`src/logic/rtcv_pkg.sv`:
```
/*
 * rtcv_pkg: register map, field positions, masks and timing counts for the
 * bcd time, alarm and stamp value registers.
 * assumes a 32-bit wishbone slave, one register per aligned word.
 */
package rtcv_pkg;
    // byte addresses of the value registers
    localparam logic [7:0] ADR_CUR_SEC  = 8'h00;
    localparam logic [7:0] ADR_CUR_HM   = 8'h04;
    localparam logic [7:0] ADR_CUR_DAY  = 8'h08;
    localparam logic [7:0] ADR_CUR_YM   = 8'h0c;
    localparam logic [7:0] ADR_ALM_SEC  = 8'h10;
    localparam logic [7:0] ADR_ALM_HM   = 8'h14;
    localparam logic [7:0] ADR_ALM_DAY  = 8'h18;
    localparam logic [7:0] ADR_ALM_YM   = 8'h1c;
    localparam logic [7:0] ADR_STP_SEC  = 8'h20;
    localparam logic [7:0] ADR_STP_HM   = 8'h24;
    localparam logic [7:0] ADR_CTRL     = 8'h28;
    localparam logic [7:0] ADR_STAT     = 8'h2c;
    // implemented-bit masks per layout
    localparam logic [15:0] MSK_SEC = 16'h7f00;
    localparam logic [15:0] MSK_HM  = 16'h3f7f;
    localparam logic [15:0] MSK_DAY = 16'h3f07;
    localparam logic [15:0] MSK_YM  = 16'hff1f;
    localparam logic [15:0] MSK_CTL = 16'h001f;
    localparam logic [15:0] RST_VAL = 16'h0000;
    // control register fields
    localparam int CTL_AMSK_LSB = 0;
    localparam int CTL_STEN_BIT = 4;
    // status register fields
    localparam int ST_HALF_BIT = 0;
    localparam int ST_SYNC_BIT = 1;
    localparam int ST_ALM_BIT  = 2;
    localparam int ST_STP_BIT  = 3;
    // timing: half second at 100 MHz
    localparam int  CLK_HZ     = 100_000_000;
    localparam int  HALF_MS    = 500;
    localparam int  HALF_CYC   = CLK_HZ / 1000 * HALF_MS;
    localparam int  SYNC_CYC   = 32;
endpackage : rtcv_pkg

```
`src/logic/rtcv_regs.sv`:
```
/*
 * rtcv_regs: bcd current time/date, alarm and stamp registers with
 * one-second advance, alarm compare and stamp capture.
 * assumes a classic wishbone master and a synchronous active-high reset
 * that stands for power-on reset.
 */
// Local design decisions: the Wishbone slave port and the register addresses.
// Summary of operation
// - hours bcd: tens 13-12, units 11-8
// - minutes bcd: tens 6-4, units 3-0
// - day of month bcd: tens 13-12, units 11-8
// - weekday bits 2-0, values 0 to 6
// - year bcd: tens 15-12, units 11-8
// - month bcd: tens bit 4, units 3-0
// - seconds bcd: tens 14-12, units 11-8
// - unimplemented bits always read zero
// - stamp registers free storage when capture off
// - alarm registers writable, zero at reset
// - stamp registers writable, capture time, zero reset
// - sync flag marks time registers may change
// - seconds units write clears half-second phase
// - alarm fires on masked digit match
// - stamp valid once event flag reads one
`timescale 1ns/1ps
module rtcv_regs #(
    parameter int HALF_CYC_P = rtcv_pkg::HALF_CYC   // half-second length, cycles
) (
    input  wire logic        clk_i,    // 100 MHz clock
    input  wire logic        rst_i,    // sync reset, active high
    input  wire logic        cyc_i,    // wishbone cycle
    input  wire logic        stb_i,    // wishbone strobe
    input  wire logic        we_i,     // write enable
    input  wire logic [7:0]  adr_i,    // byte address
    input  wire logic [3:0]  sel_i,    // byte selects
    input  wire logic [31:0] dat_i,    // write data
    input  wire logic        stamp_i,  // stamp capture trigger, level
    output logic      [31:0] dat_o,    // read data
    output logic             ack_o,    // bus acknowledge
    output logic             alarm_o   // alarm match pulse
);
    // register file: 0 sec,1 hm,2 day,3 ym cur; 4-7 alarm; 8,9 stamp; 10 ctrl
    logic [15:0] reg_q [11];              // value registers
    logic [15:0] reg_d [11];              // next values
    logic        ack_q, ack_d;            // bus ack
    logic [31:0] rdat_q, rdat_d;          // read data register
    logic [31:0] cnt_q, cnt_d;            // half-second counter
    logic        half_q, half_d;          // half_second_phase
    logic        alm_q, alm_d;            // alarm event flag
    logic        stev_q, stev_d;          // stamp_event_flag
    logic        apls_q, apls_d;          // alarm pulse out
    logic        stin_q, stin_d;          // stamp trigger previous level
    logic        tick, htick;             // second / half-second ticks
    logic        tkd_q, tkd_d;            // second tick one cycle late
    logic        match;                   // masked alarm compare
    logic        wr, rd;                  // decoded bus strobes

    // mask of implemented bits per register index
    // spare bits are dropped on write as well as on read, so they read zero
    function automatic logic [15:0] imask(input int i);
        case (i)
            0, 4, 8: imask = rtcv_pkg::MSK_SEC;
            1, 5, 9: imask = rtcv_pkg::MSK_HM;
            2, 6:    imask = rtcv_pkg::MSK_DAY;
            3, 7:    imask = rtcv_pkg::MSK_YM;
            default: imask = rtcv_pkg::MSK_CTL;
        endcase
    endfunction

    // byte-lane merge of low 16 bits
    // only the low two lanes carry a register; sel[3:2] are ignored
    function automatic logic [15:0] merge(input logic [15:0] old,
                                          input logic [31:0] d,
                                          input logic [3:0] s);
        merge = {s[1] ? d[15:8] : old[15:8], s[0] ? d[7:0] : old[7:0]};
    endfunction

    // bcd digit increment with wrap limit; carry when wrapped
    // no range check: a digit written above its limit wraps on its next increment
    function automatic logic [4:0] binc(input logic [3:0] v,
                                        input logic [3:0] lim,
                                        input logic [3:0] base);
        binc = (v >= lim) ? {1'b1, base} : {1'b0, v + 4'h1};
    endfunction

    // word index from address; 11 means unmapped or status
    // the status word is decoded by its full address, never through the
    // register array, so it cannot be written as plain storage
    function automatic int aidx(input logic [7:0] a);
        aidx = (a[1:0] == 2'b00 && a[7:2] < 6'd11) ? int'(a[7:2]) : 11;
    endfunction

    // bus strobes: a request counts once, in the cycle before ack rises;
    // a master that keeps stb up past ack is taken again and writes a second time
    assign wr = cyc_i && stb_i && we_i && !ack_q;
    assign rd = cyc_i && stb_i && !we_i && !ack_q;
    // half tick ends each half second; the second tick is every other one,
    // taken at the end of the second half so half_second_phase reads 0 first
    assign htick = (cnt_q == 32'(HALF_CYC_P - 1));
    assign tick  = htick && half_q;

    // alarm compare of selected digits; alarm_match_select in ctrl
    // digits are compared one cycle after the second tick, once they have
    // advanced, so the alarm fires in the second that equals the alarm value;
    // comparing at the tick itself would fire one second late
    always_comb begin
        logic [3:0] m;
        logic       s1, s10, mn1, mn10, h, wd, dd, mo;
        m    = reg_q[10][rtcv_pkg::CTL_AMSK_LSB +: 4];
        s1   = reg_q[0][11:8]  == reg_q[4][11:8];
        s10  = reg_q[0][14:12] == reg_q[4][14:12];
        mn1  = reg_q[1][3:0]   == reg_q[5][3:0];
        mn10 = reg_q[1][6:4]   == reg_q[5][6:4];
        h    = reg_q[1][13:8]  == reg_q[5][13:8];
        wd   = reg_q[2][2:0]   == reg_q[6][2:0];
        dd   = reg_q[2][13:8]  == reg_q[6][13:8];
        mo   = reg_q[3][4:0]   == reg_q[7][4:0];
        case (m)
            4'h0: match = htick;
            4'h1: match = tkd_q;
            4'h2: match = tkd_q && s1;
            4'h3: match = tkd_q && s1 && s10;
            4'h4: match = tkd_q && s1 && s10 && mn1;
            4'h5: match = tkd_q && s1 && s10 && mn1 && mn10;
            4'h6: match = tkd_q && s1 && s10 && mn1 && mn10 && h;
            4'h7: match = tkd_q && s1 && s10 && mn1 && mn10 && h && wd;
            4'h8: match = tkd_q && s1 && s10 && mn1 && mn10 && h && dd;
            4'h9: match = tkd_q && s1 && s10 && mn1 && mn10 && h && dd && mo;
            default: match = 1'b0;   // reserved codes never fire
        endcase
    end

    // next state: time advance, bus writes, capture, flags
    // one process computes every next value, so a tick, a capture and a bus
    // write in the same cycle resolve in one place, the write last
    always_comb begin
        logic [4:0] c;
        logic       cy;
        int         wi;
        c  = 5'h00;
        cy = 1'b0;
        wi = aidx(adr_i);
        for (int i = 0; i < 11; i++) begin
            reg_d[i] = reg_q[i];
        end
        cnt_d  = htick ? 32'h0 : cnt_q + 32'h1;
        half_d = htick ? !half_q : half_q;
        // advance digits with decimal carries on the one-second tick
        // seconds and minutes wrap at 59 through binc
        if (tick) begin
            c = binc(reg_q[0][11:8], 4'h9, 4'h0);
            reg_d[0][11:8] = c[3:0];
            cy = c[4];
            if (cy) begin
                c = binc({1'b0, reg_q[0][14:12]}, 4'h5, 4'h0);
                reg_d[0][14:12] = c[2:0];
                cy = c[4];
            end
            if (cy) begin
                c = binc(reg_q[1][3:0], 4'h9, 4'h0);
                reg_d[1][3:0] = c[3:0];
                cy = c[4];
            end
            if (cy) begin
                c = binc({1'b0, reg_q[1][6:4]}, 4'h5, 4'h0);
                reg_d[1][6:4] = c[2:0];
                cy = c[4];
            end
            if (cy) begin
                // hours wrap 23 to 00
                if (reg_q[1][13:8] == 6'h23) begin
                    reg_d[1][13:8] = 6'h00;
                end else if (reg_q[1][11:8] >= 4'h9) begin
                    // 09 to 10 and 19 to 20 stay within the day
                    reg_d[1][13:8] = {reg_q[1][13:12] + 2'h1, 4'h0};
                    cy = 1'b0;
                end else begin
                    reg_d[1][11:8] = reg_q[1][11:8] + 4'h1;
                    cy = 1'b0;
                end
            end
            if (cy) begin
                // weekday wraps 6 to 0
                reg_d[2][2:0] = (reg_q[2][2:0] >= 3'h6) ? 3'h0 : reg_q[2][2:0] + 3'h1;
                // fixed 31-day month keeps the calendar small
                // day 31 wraps to 01 and carries into the month
                if (reg_q[2][13:8] == 6'h31) begin
                    reg_d[2][13:8] = 6'h01;
                end else if (reg_q[2][11:8] >= 4'h9) begin
                    reg_d[2][13:8] = {reg_q[2][13:12] + 2'h1, 4'h0};
                    cy = 1'b0;
                end else begin
                    reg_d[2][11:8] = reg_q[2][11:8] + 4'h1;
                    cy = 1'b0;
                end
            end
            if (cy) begin
                // month 12 wraps to 01 and carries into the year
                if (reg_q[3][4:0] == 5'h12) begin
                    reg_d[3][4:0] = 5'h01;
                end else if (reg_q[3][3:0] >= 4'h9) begin
                    reg_d[3][4:0] = 5'h10;
                    cy = 1'b0;
                end else begin
                    reg_d[3][3:0] = reg_q[3][3:0] + 4'h1;
                    cy = 1'b0;
                end
            end
            if (cy) begin
                // year wraps 99 to 00; there is no century digit
                c = binc(reg_q[3][11:8], 4'h9, 4'h0);
                reg_d[3][11:8] = c[3:0];
                if (c[4]) begin
                    reg_d[3][15:12] = (reg_q[3][15:12] >= 4'h9) ? 4'h0
                                                               : reg_q[3][15:12] + 4'h1;
                end
            end
        end
        // capture on a rising trigger while capture is enabled
        // the trigger is a level: a trigger held high captures only once,
        // and the edge detector idles low like the pin, so reset makes no edge
        stin_d = stamp_i;
        stev_d = stev_q;
        if (reg_q[10][rtcv_pkg::CTL_STEN_BIT] && stamp_i && !stin_q) begin
            reg_d[8] = reg_q[0];
            reg_d[9] = reg_q[1];
        end
        alm_d  = alm_q;
        // software writes; lanes merged, unimplemented bits masked off
        if (wr && wi < 11) begin
            reg_d[wi] = merge(reg_q[wi], dat_i, sel_i) & imask(wi);
            if (wi == 0 && sel_i[1]) begin
                half_d = 1'b0;
                cnt_d  = 32'h0;
            end
        end
        // status write-one-to-clear; a new event wins over the clear
        if (wr && adr_i == rtcv_pkg::ADR_STAT && sel_i[0]) begin
            if (dat_i[rtcv_pkg::ST_ALM_BIT]) alm_d = 1'b0;
            if (dat_i[rtcv_pkg::ST_STP_BIT]) stev_d = 1'b0;
        end
        if (match) alm_d = 1'b1;
        if (reg_q[10][rtcv_pkg::CTL_STEN_BIT] && stamp_i && !stin_q) begin
            stev_d = 1'b1;
        end
        apls_d = match;
        // remember the tick so the alarm compare sees the advanced digits
        tkd_d  = tick;
        // one ack per request; a high ack_q forces the next one to wait
        ack_d  = cyc_i && stb_i && !ack_q;
        // zero unless a read is answered, so idle cycles show zero on the bus
        rdat_d = 32'h0;
        if (rd) begin
            if (wi < 11) begin
                rdat_d = {16'h0, reg_q[wi] & imask(wi)};
            end else if (adr_i == rtcv_pkg::ADR_STAT) begin
                rdat_d[rtcv_pkg::ST_HALF_BIT] = half_q;
                // sync high near the tick edge where digits may change
                rdat_d[rtcv_pkg::ST_SYNC_BIT] =
                    half_q && (cnt_q >= 32'(HALF_CYC_P - rtcv_pkg::SYNC_CYC));
                rdat_d[rtcv_pkg::ST_ALM_BIT] = alm_q;
                rdat_d[rtcv_pkg::ST_STP_BIT] = stev_q;
            end
        end
    end

    // register stage only; every state bit returns to zero on rst_i,
    // which stands for power-on reset, so the stamp words lose their
    // storage here and nowhere else
    always_ff @(posedge clk_i) begin
        if (rst_i) begin
            for (int i = 0; i < 11; i++) begin
                reg_q[i] <= rtcv_pkg::RST_VAL;
            end
            ack_q  <= 1'b0;
            rdat_q <= 32'h0;
            cnt_q  <= 32'h0;
            half_q <= 1'b0;
            alm_q  <= 1'b0;
            stev_q <= 1'b0;
            apls_q <= 1'b0;
            tkd_q  <= 1'b0;
            stin_q <= 1'b0;
        end else begin
            for (int i = 0; i < 11; i++) begin
                reg_q[i] <= reg_d[i];
            end
            ack_q  <= ack_d;
            rdat_q <= rdat_d;
            cnt_q  <= cnt_d;
            half_q <= half_d;
            alm_q  <= alm_d;
            stev_q <= stev_d;
            apls_q <= apls_d;
            tkd_q  <= tkd_d;
            stin_q <= stin_d;
        end
    end

    // every output straight from a flip-flop
    assign ack_o   = ack_q;
    assign dat_o   = rdat_q;
    assign alarm_o = apls_q;
endmodule // rtcv_regs
```
`config.mk`:
```
export PLATFORM = sky130hd
export DESIGN_NAME = rtcv_regs
export DESIGN_NICKNAME = d
export VERILOG_FILES = /design/src/logic/rtcv_pkg.sv /design/src/logic/rtcv_regs.sv
export SDC_FILE = /design/constraint.sdc
export NUM_CORES = 1
export LEC_CHECK = 0
export BUFFER_PORTS_ARGS = -buffer_cell sky130_fd_sc_hd__buf_4
export CAP_MARGIN = 20
export CORE_UTILIZATION = 35
export DETAILED_ROUTE_END_ITERATION = 16
export PLACE_DENSITY_LB_ADDON = 0.2
export SLEW_MARGIN = 20
export SYNTH_ARGS = -nofsm -noshare
export SYNTH_HDL_FRONTEND = slang
export SYNTH_SLANG_ARGS = --single-unit
```
`constraint.sdc`:
```
create_clock -name clk_i -period 4.3 [get_ports clk_i]
set_input_delay 0 -clock clk_i [delete_from_list [all_inputs] [get_ports clk_i]]
set_output_delay 0 -clock clk_i [all_outputs]
set_load 0.05 [all_outputs]
```
### After elaboration in Yosys (flattened, before gate mapping)

Memory sizes are Yosys's and may differ from the RTL's.
Cells that the tools add are included.
W data, S select, Z words.

| operators by class | value |
|---|---|
| equality and inequality tests | 22 |
| bitwise gates (word level) | 16 |
| magnitude comparators | 15 |
| reductions and logical operators | 40 |
| $add $sub $neg | 13 |
| mux-type cells | 88 |

Operators with widths:

| kind | count |
|---|---|
| $mux W16 | 17 |
| $bwmux W176 | 1 |
| $mux W176 | 1 |
| $mux W32 | 4 |
| $demux W16 S4 | 1 |
| $mux W6 | 7 |
| $mux W5 | 8 |
| $add A32 B1 Y32 const B | 1 |
| $and A16 B16 Y16 | 2 |
| $eq A32 B26 Y1 const B | 1 |
| $ge A32 B26 Y1 const B | 1 |
| $ge A32 B5 Y1 const B | 1 |
| $logic_not A32 Y1 | 1 |
| $lt A32 B1 Y1 const B | 1 |
| $mux W4 | 8 |
| $not A6 Y32 | 1 |
| $add A4 B1 Y4 const B | 7 |
| $ge A4 B4 Y1 const B | 7 |
| $logic_not A28 Y1 | 1 |
| $mux W1 | 28 |
| $logic_and A1 B1 Y1 | 24 |
| $mux W8 | 3 |
| $eq A4 B3 Y1 const B | 4 |
| $mux W7 | 2 |
| 28 further kinds | 62 |

| storage, ports and cells | value |
|---|---|
| output and inout bits | 34 |
| memories kept | 3 |
| memory bits (writable) | 176 |
| register bits | 71 |
| bits in read-only memories | 480 |

Memories:

| memory | depth | bits a word | rd ports | clocked after Yosys merged registers in | write ports | line | text |
|---|---|---|---|---|---|---|---|
| (no name shown) | 16 | 15 | 1 | 0 | 0 | rtcv_regs.sv:60 | `case (i)` |
| (no name shown) | 16 | 15 | 1 | 0 | 0 | rtcv_regs.sv:60 |  |
| reg_q | 11 | 16 | 12 | 0 | 11 | rtcv_regs.sv:42 | `logic [15:0] reg_q [11];` |

### Longest topological paths before layout

An unclocked memory read counts as a cell.

| logic depth | value |
|---|---|
| depth in word-level cells | 20 |
| depth in mapped cells | 14 |
| gate-level depth less buffers | 12 |

### Least setup slack after synthesis

OpenSTA, ideal clock, no wires.

| timing path | value |
|---|---|
| path kind | reg2reg |
| start point | register cnt_q[0] |
| end point | memory reg_q[3][10] |
| slack | 1.338 ns |
| stages on the path, launching flop included | 15 |
| data required time | 4.214 ns |
| data arrival time | 2.877 ns |
| path through | dfxtp_1 -> ha_1 -> and4_1 -> and2_1 -> nand4_1 -> inv_1 -> ha_1 -> clkbuf_1 -> nand4_1 -> nor4_1 -> nand3_1 -> buf_2 -> nor4b_1 -> a211oi_1 -> a211oi_1 |

RTL lines:

| what | line | text |
|---|---|---|
| start, declared | rtcv_regs.sv:46 | `logic [31:0] cnt_q, cnt_d;` |
| start signal, assigned | rtcv_regs.sv:289 | `cnt_q <= cnt_d;` |
| end, declared | rtcv_regs.sv:42 |  |

==> impl_metrics.yaml <==
sta:
  setup_viol: 0
  fmax_mhz: 280
  fin_hold_ws_ns: 0.0372
  fin_crit_sh_pct: 83.2
  skew_ns: 0.0250
  tns_ns: 0
  drv_slew: 0
  maxSlewHeadroom_pct: 33.8
  rsz0062_at_grt: "false"
  period_needed_ns: 3.58
  hold_viol: 0
  worstMarginPinSlew_ns: 0.992
clock_tree:
  numCtsBuffers: 27
  cts_tree: "built"
  cts.reportedPaths.clkPinSlew_ns: 0.06
  cts_buffer_depth: 3
  clk_latency_ns: 0.54
  h-tree-depth: 1
  cts_setup_buffers: 0
  ctsResizeCount: 0
  cts.sinks: 216
  holdBufCountCts: 12
  cts_root_buf: "clkbuf_16"
synth:
  synth.most_common_cell: "dfxtp_1"
  ys_seq_area_share_pct: 34.9
  yosysUniqueCellTypes: 95
  avgSynthCellArea_um2: 8.50
  synth.cell_area_um2: 12400
  yosys-top-cells-count: "216 x dfxtp_1, 151 x nor2_1, 119 x a211oi_1, 119 x nand2_1, 86 x clkbuf_1"
  synth_edf_count: 0
  ys.flop_type: "dfxtp_1"
  yosysTopAreaCell: "dfxtp_1"
  yosysWarnings: 0
  async_flop_share_pct: 0
  ys_top_cells_by_area: "dfxtp_1 35%, a211oi_1 7.2%, nor2_1 4.6%, ha_1 3.6%, nand2_1 3.6%"
  yosysTopAreaCellShare_pct: 34.9
  synthCells: 1457
  ys_seq_elements: 216
die:
  ios: 84
  die_x_um: 190
  rows: 68
  die_h_um: 190
  core_um2: 34700
  start_util_pct: 35.7
  die_area_um2: 36100
layout:
  drive_above_1_share_pct: 14.7
  final_cell_area_um2: 14000
  fin_nets: 1548
  diodes: 0
  final_core_utilization_pct: 40.4
  area_growth_pct: 13.4
global_routing:
  grt-ovfl-total: 0
  track_usage_pct: 23.4
  antenna_found_initial: 0
  grt_pass1_vias: 10629
  grt_max_degree: 79
  grt_pass1_wl_um: 65700
worst_setup_path:
  cpPeakStageDelay_ns: 0.40
  critPathMaxFanout: 11
  critPathRequiredTime_ns: 4.74
  timing.rr.end: "reg_q[3][10]"
  worstSetupPathDepth: 14
  reg2reg_from: "cnt_q[0]"
  cp-end-kind: "register"
  critical_path.top_delay_family: "simple AND/OR/NAND/NOR gates"
  timing.critical_path.buf_inv: 3
  r2r_slack_ns: 0.72
  cpMaxStageDelayCell: "dfxtp_1"
  crit_arrival_ns: 4.02
  startpoint_type: "register"
  reg2regPathDepth: 14
  critical_path_class: "register to register"
  cp_cell_sequence: "ha_1, and4_1, and2_1, nand4_1, inv_1, ha_1, buf_4, nand4_1, nor4_1, buf_4, nand3_1, nor4b_1, a211oi_1, a211oi_1"
worst_hold_path:
  hold_class: "primary input to register"
  hold_path_depth: 5
  hold_start: "dat_i[4]"
  worstHoldEndpoint: "reg_q[9][4]"
drt:
  drc: 0
  antenna_left: 0
  vias_per_cell: 5.81
  num_vias: 11246
  firstDrtPassIters: 5
  avgRoutedWirePerCell_um: 21.8
  wl_um: 42200
  drt_iter0_markers: 996
place:
  gp_congestion: 0.884
  dpl-instance-area_um2: 13000
  place.port_buffers: 47
  hpwl_um: 30100
pwr:
  p_per_area_nw_per_um2: 328
  totalPowerFinal_w: 0.00460
  vdd_ir_drop_max_v: 0.000304
  p_leak_nw: 4.86
status:
  outcome: "complete, no violations"
run:
  maxCapViolCount: 0
## power breakdown
part,total [W],switching (W),internal [W]
registers,0.00201,0.00000607,0.00201
logic,0.000276,0.000202,0.0000743
clock network,0.00231,0.000912,0.00140
total,0.00460,0.00112,0.00348
## routing by layer
layer	share of wire (%)	GRT usage, %	vias up	routed length [um]
met3	6.4	2.93	91	2720
met4	3.1	7.44	0	1320
li1	-	-	5367	-
met1	45	32.4	5397	19100
met2	45	37.7	391	19100
met5	0	0	-	0
## how the worst max path moves through the flow
stage / end / slack (ns) / start
2_1_floorplan: reg_q[3][10] / 1.34 / cnt_q[0]
3_3_place_gp: reg_q[3][11] / 0.89 / cnt_q[0]
3_5_place_dp: reg_q[3][10] / 0.78 / cnt_q[0]
4_1_cts: reg_q[3][10] / 0.74 / cnt_q[0]
5_1_grt: reg_q[3][10] / 0.38 / cnt_q[0]
6_report: reg_q[3][10] / 0.72 / cnt_q[0]
## placed cells by master (no fill, tap or decap), types with 12 or more instances in the layout
cell | netlist | routed
dfxtp_1 | 216 | 216
nor2_1 | 151 | 148
nand2_1 | 119 | 119
a211oi_1 | 119 | 119
buf_4 | 22 | 86
a21oi_1 | 60 | 60
nand3_1 | 49 | 49
ha_1 | 36 | 36
inv_1 | 33 | 33
mux2i_1 | 33 | 33
xnor2_1 | 33 | 33
xor2_1 | 32 | 32
o21ai_0 | 28 | 28
clkbuf_16 | 0 | 27
and2_1 | 26 | 26
mux2_2 | 22 | 22
a221oi_1 | 22 | 22
o211ai_1 | 21 | 21
nor3_1 | 19 | 19
conb_1 | 1 | 17
nand4_1 | 15 | 15
and3_1 | 14 | 14
o21ai_1 | 14 | 14
nor4_1 | 12 | 12
nor3b_1 | 12 | 12
dlygate4sd3_1 | 0 | 12
## per-stage QoR
step,setup slack (ns),instances
floorplan,1.34,1473
global placement,0.885,1876
detailed placement,0.775,1876
CTS,0.741,1936
global route,0.384,1936
finish,0.722,1936
## logic make-up after synthesis
group	share of synthesized area, %
buffers and inverters	6.31
xor gates and xnor gates	4.60
other	0.0303
adders and majority gates	3.64
DFF	34.9
AOI/OAI and AO/OA	25.3
and+or+nand+nor	20.5
muxes	4.67
## worst reg2reg max path: stages (launching register included)
cell,delay (ns)
dfxtp_1,0.40
ha_1,0.23
and4_1,0.25
and2_1,0.23
nand4_1,0.29
inv_1,0.15
ha_1,0.21
buf_4,0.20
nand4_1,0.10
nor4_1,0.23
buf_4,0.21
nand3_1,0.34
nor4b_1,0.39
a211oi_1,0.08
a211oi_1,0.21
## layout make-up
class                   instances  area, um^2
fillers                      3545       20700
flip-flops and latches        216        4320
repair buffers                 98         766
inverters                      35         131
multi-input cells            1084        7350
well taps                     455         569
clock buffers                  37         753
clock inverters                11         143
Power figures use the tool's default switching activity.
